--- src/sist_regs.svh ---
// Register indices, field positions, reset values and codes of the interrupt status block.
`ifndef SIST_REGS_SVH
`define SIST_REGS_SVH

// ====================
// Register indices; the byte address on the bus is four times the index
`define SIST_IDX_INT_STATUS 8'h21
`define SIST_IDX_CHIP_TEST 8'h22
`define SIST_IDX_PARITY 8'h23

// ====================
// Interrupt status and control fields
`define SIST_BIT_ABORT 7
`define SIST_BIT_SOFT_RESET 6
`define SIST_BIT_SIGNAL 5
`define SIST_BIT_CONNECTED 3
`define SIST_BIT_SCSI_PEND 1
`define SIST_BIT_DMA_PEND 0

// ====================
// Chip test fields
`define SIST_BIT_REV_HI 7
`define SIST_BIT_REV_LO 4
`define SIST_BIT_FLUSH 3
`define SIST_BIT_CLEAR_FIFOS 2
`define SIST_BIT_FETCH_MODE 1
`define SIST_BIT_SNOOP_MODE 0

// ====================
// Event positions and widths
`define SIST_SCSI_EVENTS 8
`define SIST_DMA_EVENTS 6
`define SIST_DMA_EV_BUS_FAULT 0
`define SIST_DMA_EV_ABORT 1
`define SIST_DMA_EV_WATCHDOG 4

// ====================
// Reset values and bus codes
`define SIST_RST_INT_STATUS 8'h00
`define SIST_RST_CHIP_TEST_LOW 4'h0
`define SIST_RST_PARITY 8'h00
`define SIST_RESP_OKAY 2'h0
`define SIST_RESP_SLVERR 2'h2
`define SIST_ADDR_W 10

`endif

--- src/sist_pkg.sv ---
// Types shared by the interrupt status block.
package sist_pkg;

   // ====================
   // Halt sequencing
   typedef enum logic [1:0] {HALT_RUN, HALT_WAIT, HALT_DONE} sist_halt_e;

   // ====================
   // State of the top module, apart from the status latches held in sist_stack
   typedef struct packed {
      logic abortBit;
      logic softReset;
      logic signalFlag;
      logic connected;
      logic flushBit;
      logic clearBit;
      logic fetchModeBit;
      logic snoopModeBit;
      logic [7:0] parity;
      sist_halt_e halt;
      logic [2:0] hiZSync;
      logic hiZ;
      logic awPend;
      logic [9:0] awAddr;
      logic wPend;
      logic [7:0] wData;
      logic wStrb0;
      logic bValid;
      logic [1:0] bResp;
      logic rValid;
      logic [7:0] rData;
      logic [1:0] rResp;
   } sist_state_s;

endpackage

--- src/sist_stack_if.sv ---
// Connection between the controller and one status latch with its pending stage.
`timescale 1ns/1ps
interface sist_stack_if #(parameter int W = 8);
   logic [W-1:0] evt;
   logic freeze;
   logic clear;
   logic wipe;
   logic [W-1:0] status;
   logic pending;

   modport ctrl (output evt, output freeze, output clear, output wipe,
                 input status, input pending);
   modport stack (input evt, input freeze, input clear, input wipe,
                  output status, output pending);
endinterface

--- src/sist_stack.sv ---
// One status latch with a pending stage stacked behind it.
`timescale 1ns/1ps
module sist_stack
   import sist_pkg::*;
#(
   parameter int W = 8
) (
   // Clock and reset
   input wire logic core_clk,
   input wire logic rst_n,
   // Controller side
   sist_stack_if.stack port
);

   typedef struct packed {
      logic [W-1:0] status;
      logic [W-1:0] stacked;
   } sist_latch_s;

   sist_latch_s st;
   sist_latch_s next_st;

   // ====================
   // Latch and stack
   always_comb begin
      next_st = st;
      if (port.wipe) begin
         next_st = '0;
      end else if (port.clear) begin
         // An event arriving with the clear lands in the fresh status, not lost.
         next_st.status = st.stacked | port.evt;
         next_st.stacked = '0;
      end else if (port.freeze) begin
         next_st.stacked = st.stacked | port.evt;
      end else begin
         next_st.status = st.status | port.evt;
      end
   end

   always_ff @(posedge core_clk) begin
      if (!rst_n) begin
         st <= '0;
      end else begin
         st <= next_st;
      end
   end

   assign port.status = st.status;
   assign port.pending = |st.status;

endmodule

--- src/sist_ctrl.sv ---
// Interrupt status, chip test and longitudinal parity registers behind AXI4-Lite.
`timescale 1ns/1ps
`include "sist_regs.svh"

// Summary of operation
// While a pending flag is set, status latches freeze and new events stack.
// Clearing a status by reading it moves stacked events in and re-interrupts.
// Halt orderly before interrupting; finish a fetch unless bus fault or watchdog.
// Drain FIFO on DMA writes, else finish current cycle or burst, then halt.
// A begun transfer-control runs out; a phase wait aborts and loads its target.
// Writing one to the abort bit aborts the operation with a DMA abort event.
// Host aborts: set bit, wait, read status; clear with 00h before DMA status.
// Soft reset bit holds all registers at default and releases SCSI signals; a status write still loads the abort and signal bits.
// Soft reset bit stays set until written to zero or hardware reset.
// Signal flag is host writable, poll-clearable, and branches selection waits.
// Signal flag set at selection disables automatic role switching.
// Connected flag sets on arbitration win or selection response; zero off bus.
// SCSI pending sets on any of the eight SCSI interrupt conditions.
// DMA pending sets on any of the six DMA interrupt conditions.
// Chip test upper nibble returns a fixed revision code, also at reset.
// Flush bit drains DMA FIFO to memory; host clears it afterwards.
// Clear-FIFOs bit resets FIFO pointers and latch full flags, then self-clears.
// Fetch mode set limits fetch indicator to opcode phase; clear covers all fetches.
// Snoop mode set drives both pins always except high-impedance test mode.
// Snoop mode clear drives both pins from snoop bits only during bus ownership.
// Parity accumulates XOR of FIFO-core bytes; any host write clears it.
// During selection the parity register loads the SCSI identifier.
module sist_ctrl
   import sist_pkg::*;
#(
   // Revision code; the value is arbitrary.
   parameter logic [3:0] REVISION = 4'h5
) (
   // Clock and reset
   input wire logic core_clk,
   input wire logic rst_n,
   // AXI4-Lite write address
   input wire logic s_axi_awvalid,
   output logic s_axi_awready,
   input wire logic [`SIST_ADDR_W-1:0] s_axi_awaddr,
   input wire logic [2:0] s_axi_awprot,
   // AXI4-Lite write data
   input wire logic s_axi_wvalid,
   output logic s_axi_wready,
   input wire logic [31:0] s_axi_wdata,
   input wire logic [3:0] s_axi_wstrb,
   // AXI4-Lite write response
   output logic s_axi_bvalid,
   input wire logic s_axi_bready,
   output logic [1:0] s_axi_bresp,
   // AXI4-Lite read address
   input wire logic s_axi_arvalid,
   output logic s_axi_arready,
   input wire logic [`SIST_ADDR_W-1:0] s_axi_araddr,
   input wire logic [2:0] s_axi_arprot,
   // AXI4-Lite read data
   output logic s_axi_rvalid,
   input wire logic s_axi_rready,
   output logic [31:0] s_axi_rdata,
   output logic [1:0] s_axi_rresp,
   // Interrupt events and status register reads
   input wire logic [`SIST_SCSI_EVENTS-1:0] scsiEvent,
   input wire logic [`SIST_DMA_EVENTS-1:0] dmaEvent,
   input wire logic scsiStatusRead,
   input wire logic dmaStatusRead,
   output logic [`SIST_SCSI_EVENTS-1:0] scsiCause,
   output logic [`SIST_DMA_EVENTS-1:0] dmaCause,
   output logic irq,
   // Halt handshake with the sequencer
   output logic haltRequest,
   input wire logic haltAck,
   output logic haltSkipFetch,
   input wire logic dmaWriteActive,
   output logic haltDrainFifo,
   output logic haltCurrentCycleOnly,
   input wire logic phaseWaitActive,
   output logic haltAbortPhaseWait,
   output logic abortRequest,
   // Soft reset
   output logic softResetActive,
   output logic scsiSignalsRelease,
   // Signal flag
   input wire logic signalPollClear,
   output logic selWaitBranch,
   output logic autoRoleSwitchEn,
   // Connection
   input wire logic arbitrationWon,
   input wire logic selectionResponded,
   input wire logic onScsiBus,
   // FIFO control
   output logic flushFifo,
   output logic clearFifos,
   input wire logic clearFifosDone,
   // Fetch indicator
   input wire logic fetchCycle,
   input wire logic fetchOpcodePhase,
   output logic fetchIndicator,
   // Snoop pins
   input wire logic internalBusReq,
   input wire logic hostBusOwned,
   input wire logic [1:0] snoopCtlBits,
   input wire logic hiZTestPin,
   output logic snoopPinZero,
   output logic snoopPinZeroOe,
   output logic snoopPinOne,
   output logic snoopPinOneOe,
   // Parity stream and identifier load
   input wire logic [7:0] parityByte,
   input wire logic parityByteValid,
   input wire logic idLoad,
   input wire logic [7:0] idValue
);

   localparam sist_state_s ST_RESET = '{halt: HALT_RUN, default: '0};

   sist_state_s st;
   sist_state_s next_st;

   sist_stack_if #(.W(`SIST_SCSI_EVENTS)) scsiIf ();
   sist_stack_if #(.W(`SIST_DMA_EVENTS)) dmaIf ();

   logic scsiPend;
   logic dmaPend;
   logic [7:0] intStatusRead;
   logic [7:0] chipTestRead;
   logic commitWrite;
   logic [7:0] wIdx;
   logic [7:0] rIdx;
   logic wLane;

   // ====================
   // Status latches with pending stages
   sist_stack #(.W(`SIST_SCSI_EVENTS)) scsiStack (
      .core_clk(core_clk),
      .rst_n(rst_n),
      .port(scsiIf.stack)
   );

   sist_stack #(.W(`SIST_DMA_EVENTS)) dmaStack (
      .core_clk(core_clk),
      .rst_n(rst_n),
      .port(dmaIf.stack)
   );

   assign scsiPend = scsiIf.pending;
   assign dmaPend = dmaIf.pending;

   // Both latches close together while either source has an interrupt up.
   assign scsiIf.freeze = scsiPend | dmaPend;
   assign dmaIf.freeze = scsiPend | dmaPend;
   assign scsiIf.clear = scsiStatusRead;
   assign dmaIf.clear = dmaStatusRead;
   assign scsiIf.wipe = st.softReset;
   assign dmaIf.wipe = st.softReset;
   assign scsiIf.evt = st.softReset ? '0 : scsiEvent;

   // The abort bit keeps raising an abort event until software writes it to zero.
   always_comb begin
      dmaIf.evt = st.softReset ? '0 : dmaEvent;
      if (st.abortBit && !st.softReset) begin
         dmaIf.evt[`SIST_DMA_EV_ABORT] = 1'b1;
      end
   end

   assign scsiCause = scsiIf.status;
   assign dmaCause = dmaIf.status;

   // ====================
   // Register read views
   always_comb begin
      intStatusRead = `SIST_RST_INT_STATUS;
      intStatusRead[`SIST_BIT_ABORT] = st.abortBit;
      intStatusRead[`SIST_BIT_SOFT_RESET] = st.softReset;
      intStatusRead[`SIST_BIT_SIGNAL] = st.signalFlag;
      intStatusRead[`SIST_BIT_CONNECTED] = st.connected & onScsiBus;
      intStatusRead[`SIST_BIT_SCSI_PEND] = scsiPend;
      intStatusRead[`SIST_BIT_DMA_PEND] = dmaPend;
   end

   always_comb begin
      chipTestRead = {REVISION, `SIST_RST_CHIP_TEST_LOW};
      chipTestRead[`SIST_BIT_FLUSH] = st.flushBit;
      chipTestRead[`SIST_BIT_CLEAR_FIFOS] = st.clearBit;
      chipTestRead[`SIST_BIT_FETCH_MODE] = st.fetchModeBit;
      chipTestRead[`SIST_BIT_SNOOP_MODE] = st.snoopModeBit;
   end

   assign commitWrite = st.awPend && st.wPend && !st.bValid;
   assign wIdx = st.awAddr[9:2];
   assign rIdx = s_axi_araddr[9:2];
   assign wLane = st.wStrb0;

   // ====================
   // Next state
   always_comb begin
      next_st = st;

      // Bus handshakes: address and data are taken in either order.
      if (s_axi_awvalid && s_axi_awready) begin
         next_st.awPend = 1'b1;
         next_st.awAddr = s_axi_awaddr;
      end
      if (s_axi_wvalid && s_axi_wready) begin
         next_st.wPend = 1'b1;
         next_st.wData = s_axi_wdata[7:0];
         next_st.wStrb0 = s_axi_wstrb[0];
      end
      if (st.bValid && s_axi_bready) begin
         next_st.bValid = 1'b0;
      end
      if (st.rValid && s_axi_rready) begin
         next_st.rValid = 1'b0;
      end

      // Hardware-driven register bits.
      if (!onScsiBus) begin
         next_st.connected = 1'b0;
      end
      if (arbitrationWon || selectionResponded) begin
         next_st.connected = 1'b1;
      end
      if (signalPollClear) begin
         next_st.signalFlag = 1'b0;
      end
      if (clearFifosDone) begin
         next_st.clearBit = 1'b0;
      end
      if (parityByteValid) begin
         next_st.parity = st.parity ^ parityByte;
      end
      if (idLoad) begin
         next_st.parity = idValue;
      end

      // Register writes, applied once both halves have arrived.
      if (commitWrite) begin
         next_st.awPend = 1'b0;
         next_st.wPend = 1'b0;
         next_st.bValid = 1'b1;
         next_st.bResp = `SIST_RESP_OKAY;
         if (wIdx == `SIST_IDX_INT_STATUS) begin
            if (wLane) begin
               next_st.abortBit = st.wData[`SIST_BIT_ABORT];
               // Only a host write changes this bit; it never clears itself.
               next_st.softReset = st.wData[`SIST_BIT_SOFT_RESET];
               // A poll clear in the same cycle loses to a host write of one.
               next_st.signalFlag = st.wData[`SIST_BIT_SIGNAL] |
                                    (st.signalFlag & ~signalPollClear);
            end
         end else if (wIdx == `SIST_IDX_CHIP_TEST) begin
            if (wLane && !st.softReset) begin
               next_st.flushBit = st.wData[`SIST_BIT_FLUSH];
               next_st.clearBit = st.wData[`SIST_BIT_CLEAR_FIFOS] |
                                  (st.clearBit & ~clearFifosDone);
               next_st.fetchModeBit = st.wData[`SIST_BIT_FETCH_MODE];
               next_st.snoopModeBit = st.wData[`SIST_BIT_SNOOP_MODE];
            end
         end else if (wIdx == `SIST_IDX_PARITY) begin
            // The written value is ignored; a byte arriving now still counts.
            if (wLane) begin
               next_st.parity = parityByteValid ? parityByte : `SIST_RST_PARITY;
            end
         end else begin
            next_st.bResp = `SIST_RESP_SLVERR;
         end
      end

      // Register reads have no side effects in this block.
      if (s_axi_arvalid && s_axi_arready) begin
         next_st.rValid = 1'b1;
         next_st.rResp = `SIST_RESP_OKAY;
         if (rIdx == `SIST_IDX_INT_STATUS) begin
            next_st.rData = intStatusRead;
         end else if (rIdx == `SIST_IDX_CHIP_TEST) begin
            next_st.rData = chipTestRead;
         end else if (rIdx == `SIST_IDX_PARITY) begin
            next_st.rData = st.parity;
         end else begin
            next_st.rData = 8'h00;
            next_st.rResp = `SIST_RESP_SLVERR;
         end
      end

      // Orderly halt: the interrupt waits for the sequencer to stop.
      case (st.halt)
         HALT_RUN: begin
            if (scsiPend || dmaPend) begin
               next_st.halt = HALT_WAIT;
            end
         end
         HALT_WAIT: begin
            if (haltAck) begin
               next_st.halt = HALT_DONE;
            end
         end
         HALT_DONE: begin
            if (!scsiPend && !dmaPend) begin
               next_st.halt = HALT_RUN;
            end
         end
         default: begin
            next_st.halt = HALT_RUN;
         end
      endcase

      // Pin synchroniser: a change counts once the second and third stages agree.
      next_st.hiZSync = {st.hiZSync[1:0], hiZTestPin};
      if (st.hiZSync[1] == st.hiZSync[2]) begin
         next_st.hiZ = st.hiZSync[2];
      end

      // Soft reset holds the other register bits at default, but a status write still loads the abort and signal bits.
      if (st.softReset) begin
         next_st.abortBit = 1'b0;
         next_st.signalFlag = 1'b0;
         next_st.connected = 1'b0;
         next_st.flushBit = 1'b0;
         next_st.clearBit = 1'b0;
         next_st.fetchModeBit = 1'b0;
         next_st.snoopModeBit = 1'b0;
         next_st.parity = `SIST_RST_PARITY;
         next_st.halt = HALT_RUN;
         if (commitWrite && wIdx == `SIST_IDX_INT_STATUS && wLane) begin
            next_st.abortBit = st.wData[`SIST_BIT_ABORT];
            next_st.signalFlag = st.wData[`SIST_BIT_SIGNAL];
         end
      end
   end

   always_ff @(posedge core_clk) begin
      if (!rst_n) begin
         st <= ST_RESET;
      end else begin
         st <= next_st;
      end
   end

   // ====================
   // Bus outputs
   // One write and one read at a time; a held response blocks the next request.
   assign s_axi_awready = !st.awPend && !st.bValid;
   assign s_axi_wready = !st.wPend && !st.bValid;
   assign s_axi_bvalid = st.bValid;
   assign s_axi_bresp = st.bResp;
   assign s_axi_arready = !st.rValid;
   assign s_axi_rvalid = st.rValid;
   assign s_axi_rdata = {24'h000000, st.rData};
   assign s_axi_rresp = st.rResp;

   // ====================
   // Halt and interrupt outputs
   assign irq = (st.halt == HALT_DONE) && (scsiPend || dmaPend);
   assign haltRequest = (st.halt == HALT_WAIT);
   // A fetch in flight is finished unless the bus or the watchdog failed.
   assign haltSkipFetch = dmaIf.status[`SIST_DMA_EV_BUS_FAULT] |
                          dmaIf.status[`SIST_DMA_EV_WATCHDOG];
   assign haltDrainFifo = haltRequest & dmaWriteActive;
   assign haltCurrentCycleOnly = haltRequest & ~dmaWriteActive;
   assign haltAbortPhaseWait = haltRequest & phaseWaitActive;
   assign abortRequest = st.abortBit;

   // ====================
   // Soft reset, signal flag and FIFO control outputs
   // Bits kept outside this block stay untouched; only the level is exported.
   assign softResetActive = st.softReset;
   assign scsiSignalsRelease = st.softReset;
   assign selWaitBranch = st.signalFlag;
   assign autoRoleSwitchEn = ~st.signalFlag;
   assign flushFifo = st.flushBit;
   assign clearFifos = st.clearBit;

   // ====================
   // Fetch indicator and snoop pins
   assign fetchIndicator = st.fetchModeBit ? (fetchCycle & fetchOpcodePhase)
                                           : fetchCycle;

   always_comb begin
      if (st.snoopModeBit) begin
         snoopPinZero = internalBusReq;
         snoopPinOne = snoopCtlBits[1];
         snoopPinZeroOe = ~st.hiZ;
         snoopPinOneOe = ~st.hiZ;
      end else begin
         snoopPinZero = snoopCtlBits[0];
         snoopPinOne = snoopCtlBits[1];
         snoopPinZeroOe = hostBusOwned & ~st.hiZ;
         snoopPinOneOe = hostBusOwned & ~st.hiZ;
      end
   end

endmodule

--- config.mk ---
export PLATFORM = sky130hd
export DESIGN_NAME = sist_ctrl
export DESIGN_NICKNAME = d
export VERILOG_FILES = /design/src/sist_pkg.sv /design/src/sist_stack_if.sv /design/src/sist_stack.sv /design/src/sist_ctrl.sv
export VERILOG_INCLUDE_DIRS = /design/src
export SDC_FILE = /design/constraint.sdc
export NUM_CORES = 1
export LEC_CHECK = 0
export ABC_AREA = 1
export ABC_CLOCK_PERIOD_IN_PS = 3080
export BUFFER_PORTS_ARGS = -buffer_cell sky130_fd_sc_hd__buf_2
export CELL_PAD_IN_SITES_DETAIL_PLACEMENT = 0
export CELL_PAD_IN_SITES_GLOBAL_PLACEMENT = 1
export CORE_MARGIN = 1
export CORE_UTILIZATION = 34
export DETAILED_ROUTE_END_ITERATION = 16
export PLACE_DENSITY = 0.87
export SYNTH_ARGS = -nofsm -noshare
export SYNTH_HDL_FRONTEND = slang
export SYNTH_SLANG_ARGS = --single-unit
--- constraint.sdc ---
create_clock -name core_clk -period 3.08 [get_ports core_clk]
set_clock_uncertainty 0.2 [all_clocks]
set_input_delay 0.308 -clock core_clk [delete_from_list [all_inputs] [get_ports core_clk]]
set_output_delay 0.308 -clock core_clk [all_outputs]
set_load 0.02 [all_outputs]
Yosys cells after proc, flatten, opt, wreduce, memory -nomap -nowiden
Index checks and enable logic that the tools add are counted.

Shift operators: 0. Divide/modulo/power cells: 0. Bitwise operators: 24. Equality and inequality tests: 15. Magnitude comparators: 0. Reductions and logical operators: 40. Add/sub/neg operators: 0. Mux-type cells: 50. $mul: 0.

Operators with widths (number): $mux W8 (12); $eq A8 B6 Y1 const B (6); $mux W12 (3); $mux W16 (2); $mux W2 (9); $mux W6 (3); $or A8 B8 Y8 (2); $logic_and A1 B1 Y1 (15); $mux W1 (13); $mux W3 (4); $or A6 B6 Y6 (2); $mux W11 (1); $reduce_bool A2 Y1 (5); $reduce_and A3 Y1 (3); $and A1 B1 Y1 (8); $mux W4 (2); $ne A2 B2 Y1 const B (4); $reduce_or A8 Y1 (1); $xor A8 B8 Y8 (1); $logic_not A1 Y1 (7); $not A1 Y1 (7); $pmux W2 S3 (1); $reduce_or A3 Y1 (2); $reduce_or A6 Y1 (1); 9 further kinds (15).

Flip-flop bits (word level): 85. RAM bits: 0. Memory bits (read-only): 0. Memories: 0. Output and inout port bits: 73. Bits in latches: 0.

Logic depth before layout (Yosys ltp)
Gate-level depths: netlist (run 1).

Depth in word-level cells: 9. Mapped depth: 10.

Cells and area by module
From an unflattened synthesis (run 1), not the netlist that was laid out.

Cell total of the unflattened synthesis: 647. Area, all modules: 4329.2 um^2.

Modules (own cells, without submodules): sist_ctrl (times used 1, cells each 457, area each 3027.9 um^2, sequential area each 1041.0 um^2); sist_stack at scsiStack (times used 1, cells each 109, area each 754.5 um^2, sequential area each 320.3 um^2); sist_stack at dmaStack (times used 1, cells each 81, area each 546.8 um^2, sequential area each 240.2 um^2).

Least setup slack after synthesis (run 1)
OpenSTA, ideal clock, no wires.

Kind: register to register. Start: register st, in the netlist s_axi_bvalid. End: register st[32] in the netlist's numbering. Period minus slack after synthesis: 1.659 ns. Slack: 1.421 ns. Library setup time: 0.119 ns. Cell stages (with the launch flop): 6. Arrival time: 1.339 ns. Cell sequence: dfxtp_1 > nor2_1 > nand2_1 > buf_2 > o21ai_0 > a21oi_1.

Word-level cells in the longest chain between the ends: 3.

Ends and longest elaborated chain: start: declaration (line sist_ctrl.sv:116) `sist_state_s st;`; start signal: assignment (line sist_ctrl.sv:334) `st <= next_st;`; $logic_not A1 Y1 (line sist_ctrl.sv:341) `assign s_axi_awready = !st.awPend && !st.bValid;`; $logic_and A1 B1 Y1 (line sist_ctrl.sv:341); via s_axi_awready (line sist_ctrl.sv:39) `output logic s_axi_awready,`; $logic_and A1 B1 Y1 (line sist_ctrl.sv:199) `if (s_axi_awvalid && s_axi_awready) begin`.

The timed path passes the listed nets, and every way through them passes these cells. A chain may end at the register's enable or synchronous reset.

Worst setup path in the final report (run 1)
Start: register dmaStack.st, in the netlist dmaStack.port.status[0]. End: output port irq.

Word-level cells in the longest chain between the ends: 3.

Ends and longest elaborated chain: start: declaration (line sist_stack.sv:20) `sist_latch_s st;`; start signal: assignment (line sist_stack.sv:44) `st <= next_st;`; $reduce_or A6 Y1 (line sist_stack.sv:49) `assign port.pending = |st.status;`; $logic_or A1 B1 Y1 (line sist_ctrl.sv:352) `assign irq = (st.halt == HALT_DONE) && (scsiPend || dmaPend);`; $logic_and A1 B1 Y1 (line sist_ctrl.sv:352); end: declaration (line sist_ctrl.sv:68) `output logic irq,`.

No other way between the ends.

==> metrics.sh, run 1 <==
DPL.HPWL_UM=7490
GLOBAL_ROUTE_TOTAL_USAGE_ACROSS_EVERY_LAYER=0.159
SYNTH.FF_LATCH_COUNT=80
GRT_SETUP_UNREPAIRED='no'
OUTCOME='complete, no violations'
FINALINSTANCEAREA_SQ_MM=0.00491
HOLD_WS_NS=0.0153
TRITONCTS.NUM_BUFFERS=9
SYN-INSTANCE-COUNT=621
WORST_EP_REQUIRED_TIME_NS=2.57
CLKLATENCYLATEPIN_NS=0.33
SLOWEST_STAGE='nand3_2'
MAX-CAP-VIOLATIONS=0
FINAL-INSTANCE-COUNT-EXCL-FILL=868
CRITICAL_PATH_DEPTH=7
VDD_IR_DROP_MAX_mV=0.254
CRIT_TOP_CELL='nor2_1'
IO-PIN-COUNT=191
FINAL_ANTENNA_NET_COUNT=0
N_FILL_CELL=1334
ANTENNA_FOUND_INITIAL=0
PIN_COUNT_OF_THE_BIGGEST_NET_ENTERING_GLOBAL_ROUTING=25
TIMING.SETUP.CRITICAL_PATH_CLASS='reg -> out'
SYNTH.TOP_CELLS.BY_AREA='dfxtp_1, nand2_1, buf_4, nor2_1, inv_1'
CRITICAL_PATH.TOP_DELAY_FAMILY='simple AND/OR/NAND/NOR gates'
TIMING.CRITICAL_PATH.SLOWEST_CELL_DELAY_NS=0.36
H_TREE_DEPTH_REPORTED_BY_CTS=3
TOTALPOWERFINAL_mW=2.62
HOLDPATHEND='st[43]'
WORST_SETUP_PATH_END_KIND='output port'
WORSTREG2REGSTART='dmaStack.port.status[0]'
WORST_SETUP_START_KIND='register'
TIMING.HOLD.WORST_PATH_DEPTH=3
DIE_H_UM=113
FINAL_CORE_UTILIZATION=0.410
PRE_CTS_WS_NS=1.02
REMAINING_DRC_ERRORS=0
VIA_COUNT_OF_THE_FIRST_GLOBAL_ROUTING_PASS=3271
SYNTH-EDFF-COUNT=0
PLACE.PORT_BUFFERS=124
CP.BUFFERS_INVERTERS=2
WORST_SLACK_NS=0.794
CORE-AREA_SQ_MM=0.0120
WORST_R2R_ENDPOINT='dmaStack.port.status[0]'
START_UTIL=0.348
REGTOREGSETUPSLACK_NS=1.21
NUM_ROWS=40
ASYNC_RESET_FF_FRAC=0
CLK_PIN_SLEW_WORST_PATHS_NS=0.06
CLOCK_TREE.ROOT_CELL='clkbuf_16'
HOLD_PATH.STARTPOINT='idValue[2]'
AREAGROWTHSYNTHTOFINISH_PCT=17.9
TIMING.FINAL.MAX_SLEW_VIOLATIONS=0
GRT-OVFL-TOTAL=0
CELL_TYPE_CONTRIBUTING_THE_MOST_TOTAL_CELL_AREA_AFTER_SYNTHESIS='dfxtp_1'
NUMCLOCKSINKS=80
NETLIST_AREA_BEFORE_PLACEMENT_SQ_MM=0.00416
P_LEAK_nW=2.57
FINAL_LAYOUT_SIZE_SUFFIX_GT1_FRAC=0.225
FIN_SETUP_TNS_NS=0
FINAL_MIN_PERIOD_OVER_CLOCK_PERIOD=0.742
YOSYS_MOST_USED_DFF='dfxtp_1'
DESIGN.DIE.AREA_SQ_MM=0.0127
TRITONCTS='built'
DRT-VIAS-PER-INSTANCE=4.38
YOSYS.CELL_TYPES.COUNT=33
DETAIL_ROUTE.FIRST_PASS.ITERATIONS=4
CRIT_ARRIVAL_NS=1.78
POST_DRT_WL_PER_CELL_UM=11.3
WORST-R2R-CELL-COUNT=7
DETAILED_PLACE.AREA_SQ_MM=0.00460
NNETSFINAL=834
MAXIMUM_CLOCK_FREQUENCY_MHz=437
VIAS=3804
FINALWIRELENGTH_UM=9820
FP.DIEW_UM=113
WORSTPATHCELLLIST='nor2_1 > nand2_1 > nor2_1 > nand3_2 > nand3_1 > inv_1 > buf_2'
SYNTH.YOSYS.SEQ_AREA_SHARE=0.385
INSERTEDDIODECOUNT=0
SHARE_OF_YOSYS_CELL_AREA_CLAIMED_BY_THE_TOP_AREA_CELL_TYPE=0.385
CLOCK_PATH_BUFFERS=2
POSTSYNTHAREAPERCELL_SQ_UM=6.70
SETUP-VIOLATIONS-FINAL=0
PLACEDCELLCOUNT=851
POWER.DENSITY_CELL_AREA_mW_PER_MM2=534
MIN-DELAY-PATH-CLASS='in -> reg'
TIMING_HOLD_VIOLATIONS_FINAL=0
GRT_FIRST_PASS_WIRELENGTH_UM=15700
CP_MAX_FO=18
DETAILEDROUTE.FIRSTITERATIONVIOLATIONS=194
SYNTHESIS.YOSYS.WARNINGS=0
GP_CONGESTION=0.777
FINAL.MIN_CLOCK_PERIOD_NS=2.29
==> timing repair <==
item,4_1_cts,5_1_grt
setup endpoints to repair,0,0
resized for setup,0,0
buffers inserted,0,0
endpoints found under the hold margin,1,0
hold buffers,1,0
==> cell type report <==
class                           instances  area [sq um]  area share
Multi-Input combinational cell        411          1850       0.378
Sequential cell                        80          1600       0.326
Timing Repair Buffer                  127           646       0.132
Clock buffer                            9           225      0.0459
Tap cell                              147           184      0.0375
Clock inverter                          7          71.3      0.0145
Inverter                               87           327      0.0665
==> sequential cells by signal, summed over array words and instances (netlist names) <==
name                   cells
abortRequest               1
chipTestRead               2
clearFifos                 1
dmaStack.port.status       6
dmaStack.st                6
flushFifo                  1
next_st                    2
s_axi_bresp                1
s_axi_bvalid               1
s_axi_rdata                8
s_axi_rresp                1
s_axi_rvalid               1
scsiSignalsRelease         1
scsiStack.port.status      8
scsiStack.st               8
selWaitBranch              1
st                        30
wLane                      1
==> worst register-to-register path, cell delays in order (launching register included) <==
cell and delay [ns]:
dfxtp_1 0.32, nor2_1 0.12, nand2_1 0.08, nor2_1 0.15, nand3_2 0.36, nand2_1 0.36, nand2_1 0.08, a21oi_1 0.14
==> logic make-up after synthesis <==
logic type | share of synthesized area
compound gates | 0.134
buf+inv | 0.192
other cells | 0.000901
simple gates | 0.278
flops | 0.385
mux | 0.00992
==> where the power goes <==
part / switching (mW) / total (mW) / internal (mW)
registers: 0.0376 / 1.14 / 1.10
logic: 0.272 / 0.417 / 0.145
clock network: 0.434 / 1.06 / 0.629
total: 0.744 / 2.62 / 1.88
==> synth_stat cells (2+ instances only) <==
cell and number:
nand2_1 146, nor2_1 82, inv_1 81, dfxtp_1 80
a21oi_1 56, buf_4 54, o21ai_0 36, nand3_1 33
buf_2 7, inv_2 6, clkbuf_1 5, o211ai_1 4
o21a_1 4, mux2i_1 3, nor3_2 3, nand3_2 2
nor2_2 2, nor2_4 2
==> routing by layer <==
| metal | share of wire | routed length, um | GRT usage | vias up |
|---|---|---|---|---|
| met1 | 0.48 | 4720 | 0.216 | 1647 |
| met3 | 0.041 | 401 | 0.0270 | 9 |
| met4 | 0.0079 | 78 | 0.0480 | 0 |
| li1 | - | - | - | 2052 |
| met5 | 0 | 0 | 0 | - |
| met2 | 0.47 | 4620 | 0.257 | 96 |
==> how the worst max path moves through the flow <==
stage                                   from      to  slack [ns]
finish               dmaStack.port.status[0]     irq        0.79
global route         dmaStack.port.status[0]     irq        0.56
CTS                 scsiStack.port.status[0]     irq        0.75
detailed placement                     rst_n  st[39]        1.02
global placement                       rst_n  st[39]        1.05
floorplan                       s_axi_bvalid  st[32]        1.42
==> layout by cell type, fill, tap and decap left out, types with 2 or more instances in the layout <==
| master | Yosys | final |
|---|---|---|
| nor3_2 | 3 | 3 |
| dfxtp_1 | 80 | 80 |
| inv_2 | 6 | 6 |
| nor2_1 | 82 | 82 |
| nand3_1 | 33 | 33 |
| o21a_1 | 4 | 4 |
| nand2_1 | 146 | 146 |
| buf_4 | 54 | 2 |
| o211ai_1 | 4 | 4 |
| o21ai_0 | 36 | 36 |
| buf_2 | 7 | 124 |
| nor2_4 | 2 | 2 |
| clkbuf_16 | 0 | 9 |
| conb_1 | 1 | 26 |
| mux2i_1 | 3 | 3 |
| nand3_2 | 2 | 2 |
| a21oi_1 | 56 | 56 |
| clkinv_2 | 0 | 3 |
| inv_1 | 81 | 81 |
| nor2_2 | 2 | 2 |
| clkinv_4 | 0 | 2 |
No activity file was read; power rests on OpenSTA's default activity.
==> run 2: changes to the inputs <==
Settings changed: ABC_CLOCK_PERIOD_IN_PS 3080 to 2100, CORE_UTILIZATION 34 to 29, PLACE_DENSITY 0.87 to 0.8.
Clock period 3.08 ns to 2.1 ns, I/O delays scaled along.
==> metrics.sh, run 2 (same netlist as run 1, synthesis figures left out) <==
FINAL_MIN_PERIOD_OVER_CLOCK_PERIOD=0.935
CLOCK_TREE.ROOT_CELL='clkbuf_16'
PIN_COUNT_OF_THE_BIGGEST_NET_ENTERING_GLOBAL_ROUTING=24  # -4.0%
FF_LATCH_AREA_SQ_MM=0.00160  # unchanged
ANTENNA_FOUND_INITIAL=0  # unchanged
WORST_EP_REQUIRED_TIME_NS=1.69  # -0.88 ns
NNETSFINAL=874  # +4.8%
FINAL_CORE_UTILIZATION=0.385  # -0.0252
CORE-AREA_SQ_MM=0.0139  # +16%
PLACE.PORT_BUFFERS=124  # unchanged
NUMCLOCKSINKS=80  # unchanged
VIAS=3986  # +4.8%
DPL.HPWL_UM=8030  # +7.1%
CRIT_ARRIVAL_NS=1.55  # -0.23 ns
WORST_SETUP_PATH_END_KIND='output port'
POST_DRT_WL_PER_CELL_UM=11.3  # +0.28%
START_UTIL=0.299  # -0.0493
CLK_PIN_SLEW_WORST_PATHS_NS=0.06  # about the same
GRT-OVFL-TOTAL=0  # unchanged
PLACEDCELLCOUNT=889  # +4.5%
TIMING.FINAL.MAX_SLEW_VIOLATIONS=0  # unchanged
TIMING_HOLD_VIOLATIONS_FINAL=0  # unchanged
INSERTEDDIODECOUNT=0  # unchanged
VDD_IR_DROP_MAX_mV=0.366  # +44%
DETAILEDROUTE.FIRSTITERATIONVIOLATIONS=190  # -2.1%
N_FILL_CELL=1514  # +13%
FINAL.MIN_CLOCK_PERIOD_NS=1.96
TRITONCTS='built'
AREAGROWTHSYNTHTOFINISH_PCT=28.9
TRITONCTS.NUM_BUFFERS=9  # unchanged
CP_MAX_FO=10  # -8
DESIGN.DIE.AREA_SQ_MM=0.0148  # +17%
TOTALPOWERFINAL_mW=4.01  # +53%
FINAL_LAYOUT_SIZE_SUFFIX_GT1_FRAC=0.219  # -0.00524
NUM_ROWS=43  # +7.5%
FINALWIRELENGTH_UM=10700  # +8.7%
GRT_FIRST_PASS_WIRELENGTH_UM=16700  # +6.3%
CTS.REPAIR_TIMING.SETUP_BUFFER_COUNT=0  # unchanged
MULTI_INPUT_LOGIC_AREA_SQ_MM=0.00187  # +0.74%
FINAL-INSTANCE-COUNT-EXCL-FILL=941  # +8.4%
DETAIL_ROUTE.FIRST_PASS.ITERATIONS=6  # +2
REMAINING_DRC_ERRORS=0  # unchanged
MAXIMUM_CLOCK_FREQUENCY_MHz=509
FP.DIEW_UM=122  # +8.1%
VIA_COUNT_OF_THE_FIRST_GLOBAL_ROUTING_PASS=3479  # +6.4%
SETUP-VIOLATIONS-FINAL=0  # unchanged
TIMING.SETUP.CRITICAL_PATH_CLASS='reg -> out'
OUTCOME='complete, no violations'
WORST_SETUP_START_KIND='register'
GLOBAL_ROUTE_TOTAL_USAGE_ACROSS_EVERY_LAYER=0.147  # -0.0117
DIE_H_UM=122  # +8.1%
CLOCK_PATH_BUFFERS=2  # unchanged
MIN-DELAY-PATH-CLASS='in -> reg'
CLKLATENCYLATEPIN_NS=0.34  # about the same
FINAL_CELL_MIX='nand2_1, buf_2, nor2_1'
H_TREE_DEPTH_REPORTED_BY_CTS=3  # unchanged
LAYOUT.CELLS.MOST_COMMON='nand2_1'
MAX-CAP-VIOLATIONS=0  # unchanged
P_LEAK_nW=2.74  # +6.6%
GRT_SETUP_UNREPAIRED='no'
FINAL_ANTENNA_NET_COUNT=0  # unchanged
GP_CONGESTION=0.791  # +1.8%
POWER.DENSITY_CELL_AREA_mW_PER_MM2=747  # +40%
LARGEST_REG_FLOPS=30  # unchanged
DRT-VIAS-PER-INSTANCE=4.24  # -3.3%
FIN_SETUP_TNS_NS=0  # unchanged
REGMOSTFLOPS='st'
IO-PIN-COUNT=191  # unchanged
## run 2: changes by cell type in the layout (fill, tap and decap cells not counted), sizes merged
| cell | previous run | this run |
|---|---|---|
| dlygate4sd3 | 1 | 36 |
| buf | 126 | 131 |
| clkinv | 5 | 1 |
| inv | 88 | 91 |
| clkinvlp | 0 | 1 |
## run 2: power breakdown
part	switching (mW)	internal [mW]	total (mW)
Sequential	0.0538	1.62	1.67
Clock	0.705	0.949	1.65
Combinational	0.419	0.263	0.682
## run 2: repair_timing
item | in CTS | in global routing
endpoints found under the setup margin | 0 | 1
hold buffers | 36 | 0
gates resized for setup | 0 | 2
endpoints found under the hold margin | 39 | 0
## run 2: routing by layer
metal	wire length, um	vias up	part of all wire	global-route usage
met5	0	-	0	0
li1	-	2132	-	-
met1	5080	1751	0.48	0.193
met2	4940	87	0.46	0.231
met3	420	16	0.039	0.0290
met4	227	0	0.021	0.0694
## run 2: stage by stage
stage	worst slack (ns)	hold WS (ns)	cell area (sq um)
global placement	0.409	0.200	4680
CTS	0.0432	0.0000328	5350
detailed placement	0.420	0.215	4680
floorplan	0.441	0.108	4260
finish	0.136	0.0137	5370
global route	0.0191	0.0151	5370
## run 2: path summary, 6_finish.rpt
kind	start	to	slack, ns	cells after the start
setup / recovery	dmaStack.port.status[2]	irq	0.14	7
hold / removal	scsiEvent[4]	scsiStack.st[4]	0.01	5
hold reg to reg	next_st[37]	next_st[38]	0.23	2
setup reg to reg	scsiSignalsRelease	st[53]	0.30	4
## run 2: cell type report
class                   instances  area share
inverters                      87      0.0609
clock inverters                 7      0.0161
repair buffers                167       0.193
multi-input cells             411       0.348
clock buffers                   9      0.0420
flip-flops and latches         80       0.298
well taps                     180      0.0420
## run 2: critical path, stage by stage, from the launching register on
cell and delay, ns:
dfxtp_1 0.32, nor2_1 0.11, nand2_1 0.10, nor2_1 0.18, nand3_4 0.17, nand3_1 0.14, inv_1 0.05, buf_2 0.15
==> run 3: changes to the inputs <==
Settings changed: GPL_TIMING_DRIVEN from default to 0.
==> metrics.sh, run 3 (same netlist as run 1, synthesis figures left out) <==
CLK_PIN_SLEW_WORST_PATHS_NS=0.07  # about the same
LAYOUT.CELLS.MOST_COMMON='nand2_1'
TIMING.FINAL.MAX_SLEW_VIOLATIONS=0  # unchanged
SLOWEST_STAGE='dfxtp_1'
PRE_CTS_WS_NS=0.271  # -0.149 ns
TIMING_HOLD_VIOLATIONS_FINAL=0  # unchanged
GLOBAL_ROUTE_TOTAL_USAGE_ACROSS_EVERY_LAYER=0.158  # +0.0108
FINAL_MIN_PERIOD_OVER_CLOCK_PERIOD=0.932  # -0.00380
WORST-R2R-CELL-COUNT=4  # unchanged
REGTOREGSETUPSLACK_NS=0.25  # -0.05 ns
WORSTMARGINPINSLEW_NS=0.532
FP.DIEW_UM=122  # unchanged
WORST_SLACK_NS=0.144  # +0.00799 ns
FINALWIRELENGTH_UM=11100  # +4.2%
FINAL_ANTENNA_NET_COUNT=0  # unchanged
VIAS=4154  # +4.2%
NUM_ROWS=43  # unchanged
TIMING.CRITICAL_PATH.FROM='dmaStack.port.status[2]'
FIN_SETUP_TNS_NS=0  # unchanged
LARGEST_REG_FLOPS=30  # unchanged
TIMING.CRITICAL_PATH.SLOWEST_CELL_DELAY_NS=0.32  # about the same
DRT-VIAS-PER-INSTANCE=4.13  # -2.4%
OUTCOME='complete, no violations'
CLKLATENCYLATEPIN_NS=0.35  # about the same
WORST_R2R_ENDPOINT='scsiStack.st[2]'
FINAL_CORE_UTILIZATION=0.417  # +0.0315
MIN-DELAY-PATH-CLASS='in -> reg'
POWER.DENSITY_CELL_AREA_mW_PER_MM2=699  # -6.4%
AREAGROWTHSYNTHTOFINISH_PCT=39.5
FINAL.MIN_CLOCK_PERIOD_NS=1.96  # -0.00799 ns
GRT_UTIL_MET2=0.261  # +0.0304
DETAILEDROUTE.FIRSTITERATIONVIOLATIONS=132  # -31%
PIN_COUNT_OF_THE_BIGGEST_NET_ENTERING_GLOBAL_ROUTING=16  # -33%
TRITONCTS='built'
GP_CONGESTION=0.801  # +1.3%
POST_DRT_WL_PER_CELL_UM=11.1  # -2.4%
GLOBAL_ROUTING_USAGE_ON_MET1=0.202  # +0.00859
P_SWITCHING_mW=1.17  # -0.34%
IO-PIN-COUNT=191  # unchanged
DESIGN.DIE.AREA_SQ_MM=0.0148  # unchanged
CELLINTERNALPOWER_mW=2.88  # +1.9%
MAXIMUM_CLOCK_FREQUENCY_MHz=511  # +0.41%
REMAINING_DRC_ERRORS=0  # unchanged
HOLD_PATH.STARTPOINT='dmaEvent[0]'
SLEW_HEADROOM=0.645
VIA_COUNT_OF_THE_FIRST_GLOBAL_ROUTING_PASS=3875  # +11%
MULTI_INPUT_LOGIC_AREA_SQ_MM=0.00186  # -0.33%
DETAIL_ROUTE.FIRST_PASS.ITERATIONS=4  # -2
WORSTPATHCELLLIST='nor2_1 > nand2_1 > nor2_1 > nand3_4 > nand3_1 > inv_1 > buf_2'
WORST_SETUP_PATH_END_KIND='output port'
ANTENNA_FOUND_INITIAL=0  # unchanged
N_FILL_CELL=1474  # -2.6%
P_COMB_FRAC=0.189  # +0.019
CRIT_ARRIVAL_NS=1.55  # about the same
CLOCK_TREE.ROOT_CELL='clkbuf_16'
WORSTREG2REGSTART='scsiSignalsRelease'
INSERTEDDIODECOUNT=0  # unchanged
DPL.HPWL_UM=8500  # +5.9%
WORST_SETUP_START_KIND='register'
START_UTIL=0.299  # unchanged
TOTALPOWERFINAL_mW=4.06  # +1.3%
GRT_SETUP_UNREPAIRED='no'
SEQPWRFRAC=0.412  # -0.005
CRIT_TOP_CELL='nor2_1'
NUMCLOCKSINKS=80  # unchanged
CLKPWRFRAC=0.398  # -0.015
CP_MAX_FO=9  # -1
CORE-AREA_SQ_MM=0.0139  # unchanged
H_TREE_DEPTH_REPORTED_BY_CTS=3  # unchanged
CLOCK_PATH_BUFFERS=2  # unchanged
BUSIEST_METAL_LAYER_AFTER_GLOBAL_ROUTING='met2'
TIMING.SETUP.CRITICAL_PATH_CLASS='reg -> out'
FINAL_CELL_MIX='nand2_1, buf_2, nor2_1'
POWER.SHARE.SWITCHING=0.289  # -0.00468
TRITONCTS.NUM_BUFFERS=9  # unchanged
GRT_FIRST_PASS_WIRELENGTH_UM=18000  # +7.6%
HOLDPATHEND='dmaStack.port.status[0]'
CTS.REPAIR_TIMING.SETUP_BUFFER_COUNT=0  # unchanged
SETUP-VIOLATIONS-FINAL=0  # unchanged
GRT-OVFL-TOTAL=0  # unchanged
REGMOSTFLOPS='st'
FF_LATCH_AREA_SQ_MM=0.00160  # unchanged
PLACE.PORT_BUFFERS=123  # -0.81%
MAX-CAP-VIOLATIONS=0  # unchanged
WORST_EP_REQUIRED_TIME_NS=1.69  # about the same
P_LEAK_nW=3.04  # +11%
GROUTE.LAYER.MET3.USAGE=0.0412  # +0.0122
NNETSFINAL=938  # +7.3%
VDD_IR_DROP_MAX_mV=0.390  # +6.5%
TIMING.HOLD.WORST_PATH_DEPTH=5  # unchanged
FINAL_LAYOUT_SIZE_SUFFIX_GT1_FRAC=0.268  # +0.0484
DIE_H_UM=122  # unchanged
[run 3: critical path, delay by kind of cell (launching register included)]
| kind | cells | cell delay (ns) |
|---|---|---|
| buffers and inverters | 2 | 0.19 |
| flip-flops | 1 | 0.32 |
| AND/OR/NAND/NOR | 5 | 0.69 |
[run 3: repair_timing]
item,4_1_cts,5_1_grt
hold endpoints to repair,39,0
hold buffers,40,0
resized for setup,0,1
setup endpoints to repair,0,1
[run 3: layout make-up]
| class | count | share of cell area |
|---|---|---|
| multi-input cells | 411 | 0.321 |
| flip-flops and latches | 80 | 0.276 |
| repair buffers | 163 | 0.175 |
| plain buffers | 68 | 0.0817 |
| inverters | 87 | 0.0562 |
| clock buffers | 9 | 0.0388 |
| well taps | 180 | 0.0388 |
| clock inverters | 7 | 0.0129 |
[run 3: through the flow]
step | cell area (sq um) | hold slack, ns | instances
6_report | 5810 | 0.00863 | 1005
5_1_grt | 5810 | 0.0251 | 1005
4_1_cts | 5800 | 0.000212 | 1005
2_1_floorplan | 4260 | 0.108 | 646
3_3_place_gp | 5100 | 0.196 | 949
3_5_place_dp | 5100 | 0.197 | 949
[run 3: how the worst max path moves through the flow]
stage                           end
floorplan                    st[32]
global placement    scsiStack.st[7]
detailed placement  scsiStack.st[2]
CTS                             irq
global route                    irq
finish                          irq
[run 3: per-layer routing]
layer | routed length, um | share of wire | vias up
li1 | - | - | 2254
met1 | 5300 | 0.48 | 1803
met2 | 5150 | 0.46 | 86
met3 | 538 | 0.048 | 11
met4 | 130 | 0.012 | 0
met5 | 0 | 0 | -
[run 3: power by group through the flow]
stage	logic, mW	registers, mW	clock network [mW]
after floorplan	0.504	1.70	0
after global placement	0.707	1.71	0
after detailed placement	0.710	1.71	0
after CTS	0.771	1.67	1.65
after global routing	0.868	1.68	1.73
final	0.769	1.67	1.62
